[config.mk]
export PLATFORM = sky130hd
export DESIGN_NAME = reset_timeout_sequencer
export DESIGN_NICKNAME = d
export VERILOG_FILES = /design/src/reset_timeout_sequencer.v
export VERILOG_INCLUDE_DIRS = /design/src
export SDC_FILE = /design/constraint.sdc
export NUM_CORES = 1
export LEC_CHECK = 0
export BUFFER_PORTS_ARGS = -buffer_cell sky130_fd_sc_hd__buf_2
export CORE_ASPECT_RATIO = 1.75
export CORE_UTILIZATION = 40
export DETAILED_ROUTE_END_ITERATION = 10
export PLACE_DENSITY_LB_ADDON = 0.15
export SKIP_CTS_REPAIR_TIMING = 1
export SLEW_MARGIN = 20
export SYNTH_ARGS = -nofsm -noshare
export SYNTH_HDL_FRONTEND = slang
export SYNTH_SLANG_ARGS = --single-unit
[constraint.sdc]
create_clock -name mclk -period 3.9 [get_ports mclk]
set_input_delay 0 -clock mclk [delete_from_list [all_inputs] [get_ports mclk]]
set_output_delay 0 -clock mclk [all_outputs]
set_load 0.005 [all_outputs]
[src/reset_timeout_sequencer_map.vh]
`ifndef RESET_TIMEOUT_SEQUENCER_MAP_VH
`define RESET_TIMEOUT_SEQUENCER_MAP_VH

// Timing base
`define CLK_PERIOD_NS      4
`define MCLK_KHZ           250000
`define POWERUP_DELAY_TIMER_TIME_MS       72
`define OST_CYCLES         1024
`define FAST_KHZ           4000
`define SLOW_KHZ           37
`define MASTER_CLEAR_PIN_FILT_NS       100
`define BOD_MIN_NS         100

// Register indices and byte addresses
`define POWER_CONTROL_STATUS_IDX           10'h08e
`define STAT_IDX           10'h08f
`define POWER_CONTROL_STATUS_ADDR          {`POWER_CONTROL_STATUS_IDX, 2'b00}
`define STAT_ADDR          {`STAT_IDX, 2'b00}

// Power control/status fields
`define POWER_CONTROL_STATUS_BOD_BIT       0
`define POWER_CONTROL_STATUS_POR_BIT       1
`define POWER_CONTROL_STATUS_DSS_BIT       3
`define POWER_CONTROL_STATUS_DSS_RST       1'b1
`define POWER_CONTROL_STATUS_POR_RST       1'b0
`define POWER_CONTROL_STATUS_BOD_RST       1'b0

// Sequencer status fields
`define STAT_TO_BIT        0
`define STAT_PD_BIT        1
`define STAT_ST_LSB        4
`define STAT_ST_MSB        6
`define STAT_HOLD_BIT      7

// Oscillator modes from the configuration word
`define MODE_LP            3'h0
`define MODE_XT            3'h1
`define MODE_HS            3'h2
`define MODE_EC            3'h3
`define MODE_INTERNAL_RC_MODE         3'h4
`define MODE_ER            3'h5

`endif

[src/reset_timeout_sequencer.v]
// Chosen here: the APB slave port.
`timescale 1ns/1ns
`include "reset_timeout_sequencer_map.vh"

module reset_timeout_sequencer #(
  parameter [31:0] POWERUP_DELAY_TIMER_CYCLES = `POWERUP_DELAY_TIMER_TIME_MS * `MCLK_KHZ,
  parameter [31:0] SLOW_DIV    = `MCLK_KHZ / `SLOW_KHZ,
  parameter [31:0] FAST_DIV    = `MCLK_KHZ / `FAST_KHZ,
  parameter [31:0] OST_COUNT   = `OST_CYCLES,
  parameter integer POWERUP_DELAY_TIMER_W     = 25,
  parameter integer DIV_W      = 13
)(
  // Clock and power-on reset
  input  wire        mclk,
  input  wire        rst_n,
  // Supply monitor and reset sources
  input  wire        brownout_low,
  input  wire        master_clear_pin_n,
  input  wire        watchdog_timeout,
  input  wire        wake_irq,
  input  wire        sleep_req,
  // Configuration word
  input  wire [2:0]  osc_mode,
  input  wire        powerup_timer_disable,
  input  wire        brownout_enable,
  input  wire        clock_output_cfg,
  // Oscillator pins
  input  wire        clock_input_pin,
  input  wire        pin_two_gpio_out,
  input  wire        pin_two_gpio_oe,
  output reg         clock_pin_two_out_q,
  output reg         clock_pin_two_oe_q,
  // Core control
  output reg         core_hold_q,
  output reg         reg_clear_q,
  output reg         sys_tick_q,
  output reg         timeout_flag_q,
  output reg         powerdown_flag_q,
  // APB slave
  input  wire        psel,
  input  wire        penable,
  input  wire        pwrite,
  input  wire [11:0] paddr,
  input  wire [31:0] pwdata,
  output reg  [31:0] prdata,
  output reg         pready,
  output reg         pslverr
);

  ////////////////////////////////////////////////////////////////////////////
  // States and derived counts

  localparam [2:0] ST_SUPPLY = 3'b000;
  localparam [2:0] ST_POWERUP_DELAY_TIMER   = 3'b001;
  localparam [2:0] ST_OST    = 3'b010;
  localparam [2:0] ST_HOLD   = 3'b011;
  localparam [2:0] ST_RUN    = 3'b100;
  localparam [2:0] ST_SLEEP  = 3'b101;
  localparam [2:0] ST_WAKE   = 3'b110;

  // Least times round up to whole cycles
  localparam [31:0] MASTER_CLEAR_PIN_FILT32 =
    (`MASTER_CLEAR_PIN_FILT_NS + `CLK_PERIOD_NS - 1) / `CLK_PERIOD_NS;
  localparam [31:0] BOD_MIN32 =
    (`BOD_MIN_NS + `CLK_PERIOD_NS - 1) / `CLK_PERIOD_NS;
  localparam [7:0] MASTER_CLEAR_PIN_FILT = MASTER_CLEAR_PIN_FILT32[7:0];
  localparam [7:0] BOD_MIN   = BOD_MIN32[7:0];

  localparam [31:0] POWERUP_DELAY_TIMER_LAST32 = POWERUP_DELAY_TIMER_CYCLES - 32'h1;
  localparam [31:0] OST_LAST32  = OST_COUNT - 32'h1;
  localparam [31:0] SLOW_LAST32 = SLOW_DIV - 32'h1;
  localparam [31:0] FAST_LAST32 = FAST_DIV - 32'h1;
  localparam [POWERUP_DELAY_TIMER_W-1:0] POWERUP_DELAY_TIMER_LAST = POWERUP_DELAY_TIMER_LAST32[POWERUP_DELAY_TIMER_W-1:0];
  localparam [10:0]       OST_LAST  = OST_LAST32[10:0];
  localparam [DIV_W-1:0]  SLOW_LAST = SLOW_LAST32[DIV_W-1:0];
  localparam [DIV_W-1:0]  FAST_LAST = FAST_LAST32[DIV_W-1:0];

  reg  [2:0]        state_q;
  reg  [POWERUP_DELAY_TIMER_W-1:0] powerup_delay_timer_cnt_q;
  reg  [10:0]       ost_cnt_q;
  reg               cause_pwr_q;
  reg               dss_q;
  reg               por_flag_q;
  reg               bod_flag_q;

  ////////////////////////////////////////////////////////////////////////////
  // Mode decode

  wire rc_mode      = (osc_mode == `MODE_ER) | (osc_mode == `MODE_INTERNAL_RC_MODE);
  wire crystal_mode = (osc_mode == `MODE_LP) | (osc_mode == `MODE_XT) |
                      (osc_mode == `MODE_HS);
  wire clock_output_mode  = rc_mode | (osc_mode == `MODE_EC);

  ////////////////////////////////////////////////////////////////////////////
  // Master clear noise filter

  reg       master_clear_pin_prev_q;
  reg [7:0] master_clear_pin_cnt_q;
  reg       master_clear_pin_low_q;

  // The level must stay put for the whole window before it is believed
  always @(posedge mclk or negedge rst_n)
  begin
    if (!rst_n)
    begin
      master_clear_pin_prev_q <= 1'b1;
      master_clear_pin_cnt_q  <= 8'h00;
      master_clear_pin_low_q  <= 1'b0;
    end
    else
    begin
      master_clear_pin_prev_q <= master_clear_pin_n;
      if (master_clear_pin_n != master_clear_pin_prev_q)
        master_clear_pin_cnt_q <= 8'h00;
      else if (master_clear_pin_cnt_q != MASTER_CLEAR_PIN_FILT)
        master_clear_pin_cnt_q <= master_clear_pin_cnt_q + 8'h01;
      else
        master_clear_pin_low_q <= ~master_clear_pin_prev_q;
    end
  end

  ////////////////////////////////////////////////////////////////////////////
  // Brown-out qualification

  reg [7:0] bod_cnt_q;
  wire      supply_low = brownout_enable & brownout_low;
  wire      bod_trip   = supply_low & (bod_cnt_q == BOD_MIN);

  // Only a dip longer than the minimum time trips; a slow decline alone never
  always @(posedge mclk or negedge rst_n)
  begin
    if (!rst_n)
      bod_cnt_q <= 8'h00;
    else if (!supply_low)
      bod_cnt_q <= 8'h00;
    else if (bod_cnt_q != BOD_MIN)
      bod_cnt_q <= bod_cnt_q + 8'h01;
  end

  ////////////////////////////////////////////////////////////////////////////
  // System clock enable and clock output

  reg             osc_prev_q;
  reg [DIV_W-1:0] div_cnt_q;
  reg [1:0]       quarter_q;

  wire             osc_rise = clock_input_pin & ~osc_prev_q;
  wire [DIV_W-1:0] div_last = dss_q ? FAST_LAST : SLOW_LAST;
  // Compare with >= so a switch to the short period mid-count never overruns
  wire             div_wrap = (div_cnt_q >= div_last);
  wire             sys_tick = rc_mode ? div_wrap : osc_rise;

  always @(posedge mclk or negedge rst_n)
  begin
    if (!rst_n)
    begin
      osc_prev_q <= 1'b0;
      div_cnt_q  <= {DIV_W{1'b0}};
      quarter_q  <= 2'b00;
      sys_tick_q <= 1'b0;
    end
    else
    begin
      osc_prev_q <= clock_input_pin;
      if (div_wrap)
        div_cnt_q <= {DIV_W{1'b0}};
      else
        div_cnt_q <= div_cnt_q + {{(DIV_W-1){1'b0}}, 1'b1};
      sys_tick_q <= sys_tick;
      if (sys_tick)
        quarter_q <= quarter_q + 2'b01;
    end
  end

  // Pin two carries the crystal in crystal modes, so it is never driven then
  always @(posedge mclk or negedge rst_n)
  begin
    if (!rst_n)
    begin
      clock_pin_two_out_q <= 1'b0;
      clock_pin_two_oe_q  <= 1'b0;
    end
    else if (clock_output_mode && clock_output_cfg)
    begin
      clock_pin_two_out_q <= quarter_q[1];
      clock_pin_two_oe_q  <= 1'b1;
    end
    else if (rc_mode)
    begin
      clock_pin_two_out_q <= pin_two_gpio_out;
      clock_pin_two_oe_q  <= pin_two_gpio_oe;
    end
    else
    begin
      clock_pin_two_out_q <= 1'b0;
      clock_pin_two_oe_q  <= 1'b0;
    end
  end

  ////////////////////////////////////////////////////////////////////////////
  // APB decode

  wire hit_power_control_status = (paddr == `POWER_CONTROL_STATUS_ADDR);
  wire hit_stat = (paddr == `STAT_ADDR);
  wire apb_wr   = psel & penable & pready & pwrite & hit_power_control_status;

  wire [31:0] power_control_status_rd = {28'h0000000, dss_q, 1'b0, por_flag_q, bod_flag_q};
  wire [31:0] stat_rd = {24'h000000, core_hold_q, state_q, 2'b00,
                         powerdown_flag_q, timeout_flag_q};

  // Answer is registered in the setup cycle, so every access has no wait
  always @(posedge mclk or negedge rst_n)
  begin
    if (!rst_n)
    begin
      pready  <= 1'b0;
      pslverr <= 1'b0;
      prdata  <= 32'h00000000;
    end
    else
    begin
      pready  <= psel & ~penable;
      pslverr <= psel & ~penable & ~(hit_power_control_status | hit_stat);
      if (psel && !penable && !pwrite)
        prdata <= hit_power_control_status ? power_control_status_rd : (hit_stat ? stat_rd : 32'h00000000);
      else
        prdata <= 32'h00000000;
    end
  end

  ////////////////////////////////////////////////////////////////////////////
  // Sequencer

  always @(posedge mclk or negedge rst_n)
  begin
    if (!rst_n)
    begin
      state_q          <= ST_SUPPLY;
      powerup_delay_timer_cnt_q       <= {POWERUP_DELAY_TIMER_W{1'b0}};
      ost_cnt_q        <= 11'h000;
      cause_pwr_q      <= 1'b1;
      timeout_flag_q   <= 1'b1;
      powerdown_flag_q <= 1'b1;
      por_flag_q       <= `POWER_CONTROL_STATUS_POR_RST;
      bod_flag_q       <= `POWER_CONTROL_STATUS_BOD_RST;
      dss_q            <= `POWER_CONTROL_STATUS_DSS_RST;
    end
    else
    begin
      // Software write first; any hardware event below overrides it
      if (apb_wr)
      begin
        dss_q      <= pwdata[`POWER_CONTROL_STATUS_DSS_BIT];
        por_flag_q <= pwdata[`POWER_CONTROL_STATUS_POR_BIT];
        bod_flag_q <= pwdata[`POWER_CONTROL_STATUS_BOD_BIT];
      end

      if (bod_trip)
      begin
        state_q     <= ST_SUPPLY;
        cause_pwr_q <= 1'b1;
        bod_flag_q  <= 1'b0;
        dss_q       <= `POWER_CONTROL_STATUS_DSS_RST;
        timeout_flag_q   <= 1'b1;
        powerdown_flag_q <= 1'b1;
      end
      else
      begin
        case (state_q)
          ST_SUPPLY:
          begin
            if (!supply_low)
            begin
              powerup_delay_timer_cnt_q <= POWERUP_DELAY_TIMER_LAST;
              ost_cnt_q  <= OST_LAST;
              if (cause_pwr_q && !powerup_timer_disable)
                state_q <= ST_POWERUP_DELAY_TIMER;
              else if (cause_pwr_q && crystal_mode)
                state_q <= ST_OST;
              else
                state_q <= ST_HOLD;
            end
          end
          ST_POWERUP_DELAY_TIMER:
          begin
            if (supply_low)
              state_q <= ST_SUPPLY;
            else if (powerup_delay_timer_cnt_q == {POWERUP_DELAY_TIMER_W{1'b0}})
              state_q <= crystal_mode ? ST_OST : ST_HOLD;
            else
              powerup_delay_timer_cnt_q <= powerup_delay_timer_cnt_q - {{(POWERUP_DELAY_TIMER_W-1){1'b0}}, 1'b1};
          end
          ST_OST:
          begin
            if (supply_low)
              state_q <= ST_SUPPLY;
            else if (osc_rise)
            begin
              if (ost_cnt_q == 11'h000)
                state_q <= ST_HOLD;
              else
                ost_cnt_q <= ost_cnt_q - 11'h001;
            end
          end
          ST_HOLD:
          begin
            // Timeouts ran from power-on; only master clear is left to wait on
            if (!master_clear_pin_low_q)
              state_q <= ST_RUN;
          end
          ST_RUN:
          begin
            if (master_clear_pin_low_q)
            begin
              state_q     <= ST_SUPPLY;
              cause_pwr_q <= 1'b0;
              dss_q       <= `POWER_CONTROL_STATUS_DSS_RST;
            end
            else if (watchdog_timeout)
            begin
              state_q        <= ST_SUPPLY;
              cause_pwr_q    <= 1'b0;
              dss_q          <= `POWER_CONTROL_STATUS_DSS_RST;
              timeout_flag_q <= 1'b0;
            end
            else if (sleep_req)
            begin
              state_q          <= ST_SLEEP;
              timeout_flag_q   <= 1'b1;
              powerdown_flag_q <= 1'b0;
            end
          end
          ST_SLEEP:
          begin
            ost_cnt_q <= OST_LAST;
            if (master_clear_pin_low_q)
            begin
              state_q          <= ST_SUPPLY;
              cause_pwr_q      <= 1'b0;
              dss_q            <= `POWER_CONTROL_STATUS_DSS_RST;
              timeout_flag_q   <= 1'b1;
              powerdown_flag_q <= 1'b0;
            end
            else if (watchdog_timeout || wake_irq)
            begin
              state_q          <= crystal_mode ? ST_WAKE : ST_RUN;
              timeout_flag_q   <= ~watchdog_timeout;
              powerdown_flag_q <= 1'b0;
            end
          end
          ST_WAKE:
          begin
            // Registers kept: the core only waits for its crystal here
            if (master_clear_pin_low_q)
            begin
              state_q          <= ST_SUPPLY;
              cause_pwr_q      <= 1'b0;
              dss_q            <= `POWER_CONTROL_STATUS_DSS_RST;
              timeout_flag_q   <= 1'b1;
              powerdown_flag_q <= 1'b0;
            end
            else if (osc_rise)
            begin
              if (ost_cnt_q == 11'h000)
                state_q <= ST_RUN;
              else
                ost_cnt_q <= ost_cnt_q - 11'h001;
            end
          end
          default:
            state_q <= ST_SUPPLY;
        endcase
      end
    end
  end

  ////////////////////////////////////////////////////////////////////////////
  // Core controls

  wire full_reset_d = (state_q == ST_SUPPLY) | (state_q == ST_POWERUP_DELAY_TIMER) |
                      (state_q == ST_OST) | (state_q == ST_HOLD);

  // Never-reset registers simply do not take reg_clear_q
  always @(posedge mclk or negedge rst_n)
  begin
    if (!rst_n)
    begin
      reg_clear_q <= 1'b1;
      core_hold_q <= 1'b1;
    end
    else
    begin
      reg_clear_q <= full_reset_d;
      core_hold_q <= (state_q != ST_RUN);
    end
  end

endmodule

==> run summary, run 1 <==
Post-DP HPWL: 8460 um
most frequent cell after synthesis: dfrtp_1
violations in the final reports: hold timing
largest net degree at the start of global routing: 49
Core Region: 0.0129 sq mm
outcome: complete, but fails checks
Worst setup EP type: register
syn avg cell area: 9.53 sq um
Finish-stage setup viols: 0
drt wl/cell: 14.7 um
DIE HEIGHT: 154 um
type of origin of the critical path: register
setup_tns: 0 ns
synth top area cells: dfrtp_1 (41%), nor2_1 (4.6%), ha_1 (4.0%), buf_4 (3.6%), dfstp_2 (3.5%)
Initial Util: 0.408
Yosys cell types: 69
DRT iter0 DRCs: 240
Pwr Density: 444 mW/mm^2
post-synthesis async set-or-reset flop share: 1.00
# diodes: 0
final hold slack: -0.0114 ns
leak pwr: 2.69 nW
EDFF count, synth: 0
layout cells sized above 1: 0.166
top cells by instance count after synthesis: dfrtp_1 (86), nor2_1 (64), nand2_1 (29), o21ai_0 (29), buf_4 (25)
# nets final: 691
sequential share of power: 0.427
NetSw: 0.857 mW
Highest Clock Rate: 384 MHz
grt total ovfl: 0
yosys warns: 0
Vias: 4197
IO Port Bufs: 49
vias in the first global route: 4146
Inserted Clock Buffers: 9
Routed WL: 11500 um
# IOs: 104
H-tree Lvls: 3
clock sink count: 93
first-pass GRT wire length: 19200 um
Clock Latency Late Sink: 0.34 ns
CP Class: reg -> reg
Non-Filler Instances: 787
via/cell ratio: 5.33
# DRC: 0
worst rel slew slack: 0.419
data arrival time of the worst path: 2.88 ns
Pre-antenna DRT Iters: 4
Clock Tree Buf Depth: 2
dpl ws: 1.33 ns
crit path max fanout: 27
sequential element share of the synthesized area: 0.445
Least-Margin Pin Slew: 0.868 ns
max-cap violations: 0
Final Wtd Congestion: 0.835
register bit total from synthesis: 93
clock root buffer master: clkbuf_16
post-synth top area cell: dfrtp_1
Placed Cells: 759
GRT Util Overall: 0.179
number of nets with antenna violations after routing: 0
Mapped Area: 0.00525 sq mm
Area Overhead vs Synth: 14.6%
HP Class: in -> reg
Combinational Power Share: 0.219
post-synth top area share: 0.410
maximum VDD drop: 204 uV
Mapped Cells: 551
Final Hold Vio Count: 1
Data required, critical path: 4.18 ns
Sw Ratio: 0.321
initial antenna violation count: 0
die area: 0.0136 sq mm
final setup margin: 1.30 ns
TritonCTS clock tree: done
Period Utilization, post-route: 0.667
RSZ-0062 raised after global routing: no
Rows: 55
clock share of power: 0.354
Chip Width: 88.6 um
Worst Skew: 0.0110 ns
min Tclk post-route: 2.60 ns
Synth Flop Type: dfrtp_1
Slew Limit Fails: 0
cell internal pwr: 1.82 mW
clock slew at reported path FFs: 0.07 ns
[final cells by class]
class                      instances  area, sq um
timing repair buffer              64          390
inverter                          21         78.8
clock inverter                     6         93.8
fill                            1251         6850
tap                              171          214
sequential                        93         2340
clock buffer                      10          229
multi-input combinational        422         2680
[sequential cells by signal (all words and copies together), names as in the netlist, 2 cells and up]
signal	flops
ost_cnt_q	11
bod_cnt_q	8
quarter_q	2
div_cnt_q	13
powerup_delay_timer_cnt_q	25
state_q	3
master_clear_pin_cnt_q	8
prdata	7
[cell families after synthesis]
logic type / after synthesis / synth area share
compound gates: 106 / 0.136
simple gates: 232 / 0.241
buf+inv: 60 / 0.0624
flops: 93 / 0.445
other cells: 1 / 0.000714
fa+ha+maj: 17 / 0.0405
xor+xnor: 31 / 0.0517
mux: 11 / 0.0222
[critical path, stage by stage, from the launching register on]
cell	delay, ns
dfrtp_1	0.83
inv_1	0.30
o211ai_1	0.24
o2111ai_2	0.37
or4_2	0.70
nand3_1	0.10
[power by group through the flow]
stage | sequential, mW | combinational (mW) | clock, mW
finish | 1.14 | 0.585 | 0.945
global route | 1.16 | 0.666 | 1.02
CTS | 1.14 | 0.584 | 0.976
detailed placement | 1.16 | 0.580 | 0
global placement | 1.15 | 0.571 | 0
floorplan | 1.09 | 0.499 | 0
[worst paths after layout]
path | depth (start not counted) | slack [ns] | end | from
worst max-delay path | 5 | 1.30 | ost_cnt_q[3]$_DFFE_PN0P_ | state_q[0]$_DFFE_PN0P_
worst min-delay path | 3 | -0.01 | clock_pin_two_out_q$_DFF_PN0_ | osc_mode[0]
worst max register to register | 5 | 1.30 | ost_cnt_q[3]$_DFFE_PN0P_ | state_q[0]$_DFFE_PN0P_
worst min register to register | 1 | 0.47 | quarter_q[0]$_DFFE_PN0P_ | quarter_q[0]$_DFFE_PN0P_
max in group asynchronous | 3 | 2.62 | bod_flag_q$_DFFE_PN0P_ | rst_n
min in group asynchronous | 2 | 0.19 | div_cnt_q[10]$_DFF_PN0_ | rst_n
[through the flow]
step / instance area, sq um / total power, mW / util
finish: 6020 / 2.67 / 0.468
global route: 6020 / 2.84 / 0.468
CTS: 5900 / 2.70 / 0.459
detailed placement: 5580 / 1.74 / 0.433
global placement: 5580 / 1.72 / 0.433
floorplan: 5340 / 1.59 / -
[routing by layer]
layer	vias to the layer above	part of all wire	global-route usage
met5	-	0	0
met4	0	0.017	0.0637
met3	13	0.022	0.0301
met2	61	0.55	0.324
met1	2055	0.42	0.205
li1	2068	-	-
[layout by cell type, fill, tap and decap left out, types with 4 or more instances in the layout]
cell type,n
nor3_1,23
or3b_1,4
mux2i_1,6
conb_1,25
dfrtp_1,86
a211oi_1,5
xor2_1,17
mux2_2,5
nand3_1,19
nor2b_1,8
nand2b_1,5
a21oi_1,24
o21ai_0,29
nand2_1,29
dfstp_2,7
nand3b_1,4
buf_2,48
and2_1,6
ha_1,17
or3_1,4
dlygate4sd3_1,12
a31o_2,7
nand4_1,5
buf_4,4
and3_1,16
xnor2_1,14
a2111oi_0,4
a31oi_1,5
clkbuf_16,9
nor2_1,64
inv_1,21
nor4_1,9
nand4b_1,4
and4_1,5
or4_1,4
Note: power is estimated with default switching activity, not from simulation.
==> run 2: changes to the inputs <==
==> constraint.sdc (replaced) <==
create_clock -name mclk -period 2.5 [get_ports mclk]
set_input_delay 0 -clock mclk [delete_from_list [all_inputs] [get_ports mclk]]
set_output_delay 0 -clock mclk [all_outputs]
set_load 0.005 [all_outputs]
==> run summary, run 2 (synthesis gave the netlist of run 1 again) <==
Area Overhead vs Synth: 16.5%
Worst Skew: 0.00904 ns (-0.00196 ns)
Pwr Density: 685 mW/mm^2 (+54%)
type of origin of the critical path: register
maximum VDD drop: 394 uV (+93%)
initial antenna violation count: 0 (unchanged)
drt wl/cell: 14.8 um (+0.62%)
Finish-stage setup viols: 0 (unchanged)
Data required, critical path: 2.72 ns (-1.46 ns)
reg2reg start: ost_cnt_q[3]$_DFFE_PN0P_
Worst setup EP type: register
RSZ-0062 raised after global routing: no
max FFs per register: 25 (unchanged)
Pre-antenna DRT Iters: 4 (unchanged)
# DRC: 0 (unchanged)
largest net degree at the start of global routing: 49 (unchanged)
data arrival time of the worst path: 2.51 ns (-0.37 ns)
Final Hold Vio Count: 3 (+2)
dpl ws: 0.141 ns (-1.19 ns)
layout cells sized above 1: 0.187 (+0.0217)
final hold slack: -0.0236 ns (-0.0122 ns)
worst rel slew slack: 0.583 (+0.164)
Critical Path Sink: ost_cnt_q[9]$_DFFE_PN0P_
Clock Tree Buf Depth: 2 (unchanged)
Clock Latency Late Sink: 0.35 ns (about the same)
Final Wtd Congestion: 0.793 (-5.1%)
Slew Limit Fails: 0 (unchanged)
Highest Clock Rate: 437 MHz (+14%)
Non-Filler Instances: 801 (+1.8%)
crit path max fanout: 6 (-78%)
max-cap violations: 0 (unchanged)
# nets final: 705 (+2.0%)
Post-DP HPWL: 8690 um (+2.8%)
# IOs: 104 (unchanged)
Routed WL: 11800 um (+2.4%)
most frequent cells in the layout: dfrtp_1 (86), nor2_1 (64), buf_2 (48)
CP Class: reg -> reg
clock root buffer master: clkbuf_16
vias in the first global route: 4282 (+3.3%)
Rows: 55 (unchanged)
outcome: complete, but fails checks
grt total ovfl: 0 (unchanged)
largest registers: powerup_delay_timer_cnt_q x25, div_cnt_q x13, ost_cnt_q x11
die area: 0.0136 sq mm (unchanged)
Initial Util: 0.408 (unchanged)
Period Utilization, post-route: 0.916 (+0.249)
final setup margin: 0.210 ns (-1.09 ns)
min Tclk post-route: 2.29 ns (-0.311 ns)
DRT iter0 DRCs: 277 (+15%)
IO Port Bufs: 49 (unchanged)
Least-Margin Pin Slew: 0.623 ns (-0.245 ns)
Worst R2R End: ost_cnt_q[9]$_DFFE_PN0P_
flop-to-flop setup slack: 0.21 ns (-1.09 ns)
DIE HEIGHT: 154 um (unchanged)
number of nets with antenna violations after routing: 0 (unchanged)
clock sink count: 93 (unchanged)
commonest non-fill, non-tap cell in the layout: dfrtp_1
Chip Width: 88.6 um (unchanged)
via/cell ratio: 5.30 (-0.69%)
TritonCTS clock tree: done
leak pwr: 2.76 nW (+2.5%)
Inserted Clock Buffers: 9 (unchanged)
Crit. Startpoint: ost_cnt_q[3]$_DFFE_PN0P_
first-pass GRT wire length: 19600 um (+2.1%)
violations in the final reports: hold timing
Vias: 4242 (+1.1%)
# diodes: 0 (unchanged)
HP Class: in -> reg
setup_tns: 0 ns (unchanged)
H-tree Lvls: 3 (unchanged)
Core Region: 0.0129 sq mm (unchanged)
clock slew at reported path FFs: 0.07 ns (about the same)
Reg with most FFs: powerup_delay_timer_cnt_q
worst-case reg-to-reg path depth: 5 (unchanged)
Placed Cells: 775 (+2.1%)
GRT Util Overall: 0.184 (+0.00510)
## run 2: cell types whose count changed in the layout (fill, tap and decap cells not counted)
cell           before  now
clkinv_2            0    1
bufinv_16           2    1
o2111ai_4           0    1
dlygate4sd3_1      12   10
o2111ai_2           1    0
buf_4               4   19
buf_12              0    1
## run 2: power breakdown
group          switching, mW  internal (mW)
clock                  0.604          0.783
combinational          0.678          0.415
sequential             0.100           1.61
## run 2: critical path, stage by stage, from the launching register on
cell     delay, ns
dfrtp_1       0.43
or4_4         0.55
or3_2         0.46
nor3_1        0.25
a21oi_1       0.12
or3b_1        0.35
## run 2: layout make-up
| cell class | count | area (sq um) |
|---|---|---|
| Inverter | 21 | 78.8 |
| Clock inverter | 6 | 68.8 |
| Fill cell | 1248 | 6750 |
| Clock buffer | 10 | 229 |
| Tap cell | 171 | 214 |
| Timing Repair Buffer | 78 | 503 |
| Sequential cell | 93 | 2340 |
| Multi-Input combinational cell | 422 | 2690 |
## run 2: per-layer routing
layer / GRT usage / routed length, um
met5: 0 / 0
met4: 0.0853 / 287
met3: 0.0301 / 292
met2: 0.339 / 6520
met1: 0.197 / 4730
## run 2: how the worst min path moves through the flow
| stage | start | end | slack (ns) | cells past startpoint |
|---|---|---|---|---|
| after global routing | watchdog_timeout | timeout_flag_q$_DFFE_PN1P_ | 0.009 | 3 |
| final | clock_output_cfg | clock_pin_two_oe_q$_DFF_PN0_ | -0.02 | 3 |
| after global placement | rst_n | div_cnt_q[8]$_DFF_PN0_ | 0.05 | 1 |
| after detailed placement | rst_n | div_cnt_q[6]$_DFF_PN0_ | 0.05 | 1 |
| after CTS | rst_n | div_cnt_q[6]$_DFF_PN0_ | -0.32 | 1 |
| after floorplan | rst_n | bod_cnt_q[0]$_DFFE_PN0N_ | -0.30 | 0 |
## run 2: per-stage QoR
| stage | area, sq um | power, mW | utilization |
|---|---|---|---|
| after floorplan | 5340 | 2.48 | - |
| after global placement | 5710 | 2.77 | 0.444 |
| after detailed placement | 5710 | 2.80 | 0.444 |
| after CTS | 6010 | 4.22 | 0.467 |
| after global routing | 6120 | 4.44 | 0.476 |
| final | 6120 | 4.19 | 0.476 |
==> run 3: changes to the inputs <==
--- a/config.mk
+++ b/config.mk
@@ -10,6 +10,7 @@
 export CORE_ASPECT_RATIO = 1.75
 export CORE_UTILIZATION = 40
 export DETAILED_ROUTE_END_ITERATION = 10
+export MAX_ROUTING_LAYER = met4
 export PLACE_DENSITY_LB_ADDON = 0.15
 export SKIP_CTS_REPAIR_TIMING = 1
 export SLEW_MARGIN = 20
==> run summary, run 3 (synthesis gave the netlist of run 1 again) <==
Worst Skew: 0.0106 ns (+0.00154 ns)
final setup margin: 0.203 ns (-0.00649 ns)
clock root buffer master: clkbuf_16
CP delay by family, top: simple AND/OR/NAND/NOR gates
Period Utilization, post-route: 0.919 (+0.00260)
outcome: complete, but fails checks
grt total ovfl: 0 (unchanged)
Final Wtd Congestion: 0.804 (+1.4%)
max incr delay on CP: 0.55 ns (about the same)
data arrival time of the worst path: 2.52 ns (about the same)
NetSw: 1.39 mW (+0.28%)
drt wl/cell: 14.8 um (+0.35%)
flop-to-flop setup slack: 0.20 ns (about the same)
Clock Latency Late Sink: 0.35 ns (about the same)
max FFs per register: 25 (unchanged)
Slew Limit Fails: 0 (unchanged)
Worst R2R End: ost_cnt_q[9]$_DFFE_PN0P_
worst rel slew slack: 0.583 (about the same)
Least-Margin Pin Slew: 0.624 ns (+0.000857 ns)
layout cells sized above 1: 0.187 (unchanged)
critical path depth in cells: 5 (unchanged)
sequential share of power: 0.408 (about the same)
clock share of power: 0.331 (about the same)
cell internal pwr: 2.81 mW (about the same)
GRT Util Overall: 0.190 (+0.00586)
setup_tns: 0 ns (unchanged)
# nets final: 705 (unchanged)
max-cap violations: 0 (unchanged)
DRT iter0 DRCs: 248 (-10%)
Pwr Density: 685 mW/mm^2 (about the same)
Area Overhead vs Synth: 16.5% (unchanged)
IO Port Bufs: 49 (unchanged)
clock sink count: 93 (unchanged)
Vias: 4233 (-0.21%)
Final Hold Vio Count: 3 (unchanged)
Pre-antenna DRT Iters: 4 (unchanged)
Clock Tree Buf Depth: 2 (unchanged)
Routed WL: 11900 um (+0.35%)
Finish-stage setup viols: 0 (unchanged)
number of nets with antenna violations after routing: 0 (unchanged)
Worst Path Buf+Inv: 0 (unchanged)
crit path max fanout: 6 (unchanged)
# DRC: 0 (unchanged)
Chip Width: 88.6 um (unchanged)
DIE HEIGHT: 154 um (unchanged)
Inserted Clock Buffers: 9 (unchanged)
slowest stage cell, crit path: or4_4
largest registers: powerup_delay_timer_cnt_q x25, div_cnt_q x13, ost_cnt_q x11
worst-case reg-to-reg path depth: 5 (unchanged)
violations in the final reports: hold timing
final core utilization: 0.476 (unchanged)
Highest Clock Rate: 435 MHz (-0.28%)
reg2reg start: ost_cnt_q[3]$_DFFE_PN0P_
Worst setup EP type: register
initial antenna violation count: 0 (unchanged)
dpl ws: 0.141 ns (unchanged)
crit path cell chain: or4_4 -> or3_2 -> nor3_1 -> a21oi_1 -> or3b_1
largest net degree at the start of global routing: 49 (unchanged)
die area: 0.0136 sq mm (unchanged)
clock slew at reported path FFs: 0.07 ns (about the same)
Core Region: 0.0129 sq mm (unchanged)
commonest non-fill, non-tap cell in the layout: dfrtp_1
RSZ-0062 raised after global routing: no
CP Class: reg -> reg
leak pwr: 2.76 nW (unchanged)
hold-critical path depth: 3 (unchanged)
H-tree Lvls: 3 (unchanged)
Initial Util: 0.408 (unchanged)
Placed Cells: 775 (unchanged)
first-pass GRT wire length: 19600 um (about the same)
maximum VDD drop: 389 uV (-1.1%)
vias in the first global route: 4278 (-0.093%)
Sw Ratio: 0.331 (+0.000612)
Rows: 55 (unchanged)
most frequent cells in the layout: dfrtp_1 (86), nor2_1 (64), buf_2 (48)
Non-Filler Instances: 801 (unchanged)
WHS Endpoint: clock_pin_two_oe_q$_DFF_PN0_
Post-DP HPWL: 8690 um (unchanged)
Reg with most FFs: powerup_delay_timer_cnt_q
Combinational Power Share: 0.261 (about the same)
Data required, critical path: 2.72 ns (about the same)
type of origin of the critical path: register
# IOs: 104 (unchanged)
HP Class: in -> reg
TritonCTS clock tree: done
final hold slack: -0.0218 ns (+0.00183 ns)
via/cell ratio: 5.28 (-0.21%)
# diodes: 0 (unchanged)
Hold Crit Start: clock_output_cfg
min Tclk post-route: 2.30 ns (+0.00649 ns)
-- run 3: through the flow --
stage | cell area [sq um] | power [mW]
global route | 6120 | 4.45
detailed placement | 5710 | 2.80
global placement | 5710 | 2.77
floorplan | 5340 | 2.48
finish | 6120 | 4.19
CTS | 6010 | 4.22
-- run 3: worst max path at each step --
stage | startpoint | to | slack, ns
2_1_floorplan | powerup_delay_timer_cnt_q[0]$_DFFE_PN0P_ | powerup_delay_timer_cnt_q[8]$_DFFE_PN0P_ | 0.33
6_report | ost_cnt_q[3]$_DFFE_PN0P_ | ost_cnt_q[9]$_DFFE_PN0P_ | 0.20
3_3_place_gp | ost_cnt_q[3]$_DFFE_PN0P_ | ost_cnt_q[5]$_DFFE_PN0P_ | 0.17
4_1_cts | ost_cnt_q[3]$_DFFE_PN0P_ | ost_cnt_q[7]$_DFFE_PN0P_ | 0.12
5_1_grt | dss_q$_DFF_PN1_ | quarter_q[1]$_DFFE_PN0P_ | 0.05
3_5_place_dp | ost_cnt_q[3]$_DFFE_PN0P_ | ost_cnt_q[8]$_DFFE_PN0P_ | 0.14
-- run 3: routing by layer --
layer	up-vias	global-route usage	part of all wire
li1	2096	-	-
met1	2060	0.199	0.40
met2	58	0.339	0.55
met3	19	0.0295	0.021
met4	0	0.0853	0.023
met5	-	-	0
-- run 3: power groups by stage --
| stage | clock (mW) | sequential, mW | combinational, mW |
|---|---|---|---|
| after floorplan | 0 | 1.70 | 0.779 |
| final | 1.39 | 1.71 | 1.10 |
| after global routing | 1.49 | 1.72 | 1.23 |
| after CTS | 1.44 | 1.71 | 1.07 |
| after detailed placement | 0 | 1.74 | 1.06 |
| after global placement | 0 | 1.73 | 1.04 |
-- run 3: cell type report --
type                       count  area [sq um]
tap                          171           214
multi-input combinational    422          2690
inverter                      21          78.8
sequential                    93          2340
clock inverter                 6          68.8
clock buffer                  10           229
timing repair buffer          78           503
fill                        1248          6750
-- run 3: tightest hold or removal path: stages --
cell and delay (ns):
buf_2 0.12, nor2_1 0.07, o21ai_0 0.08
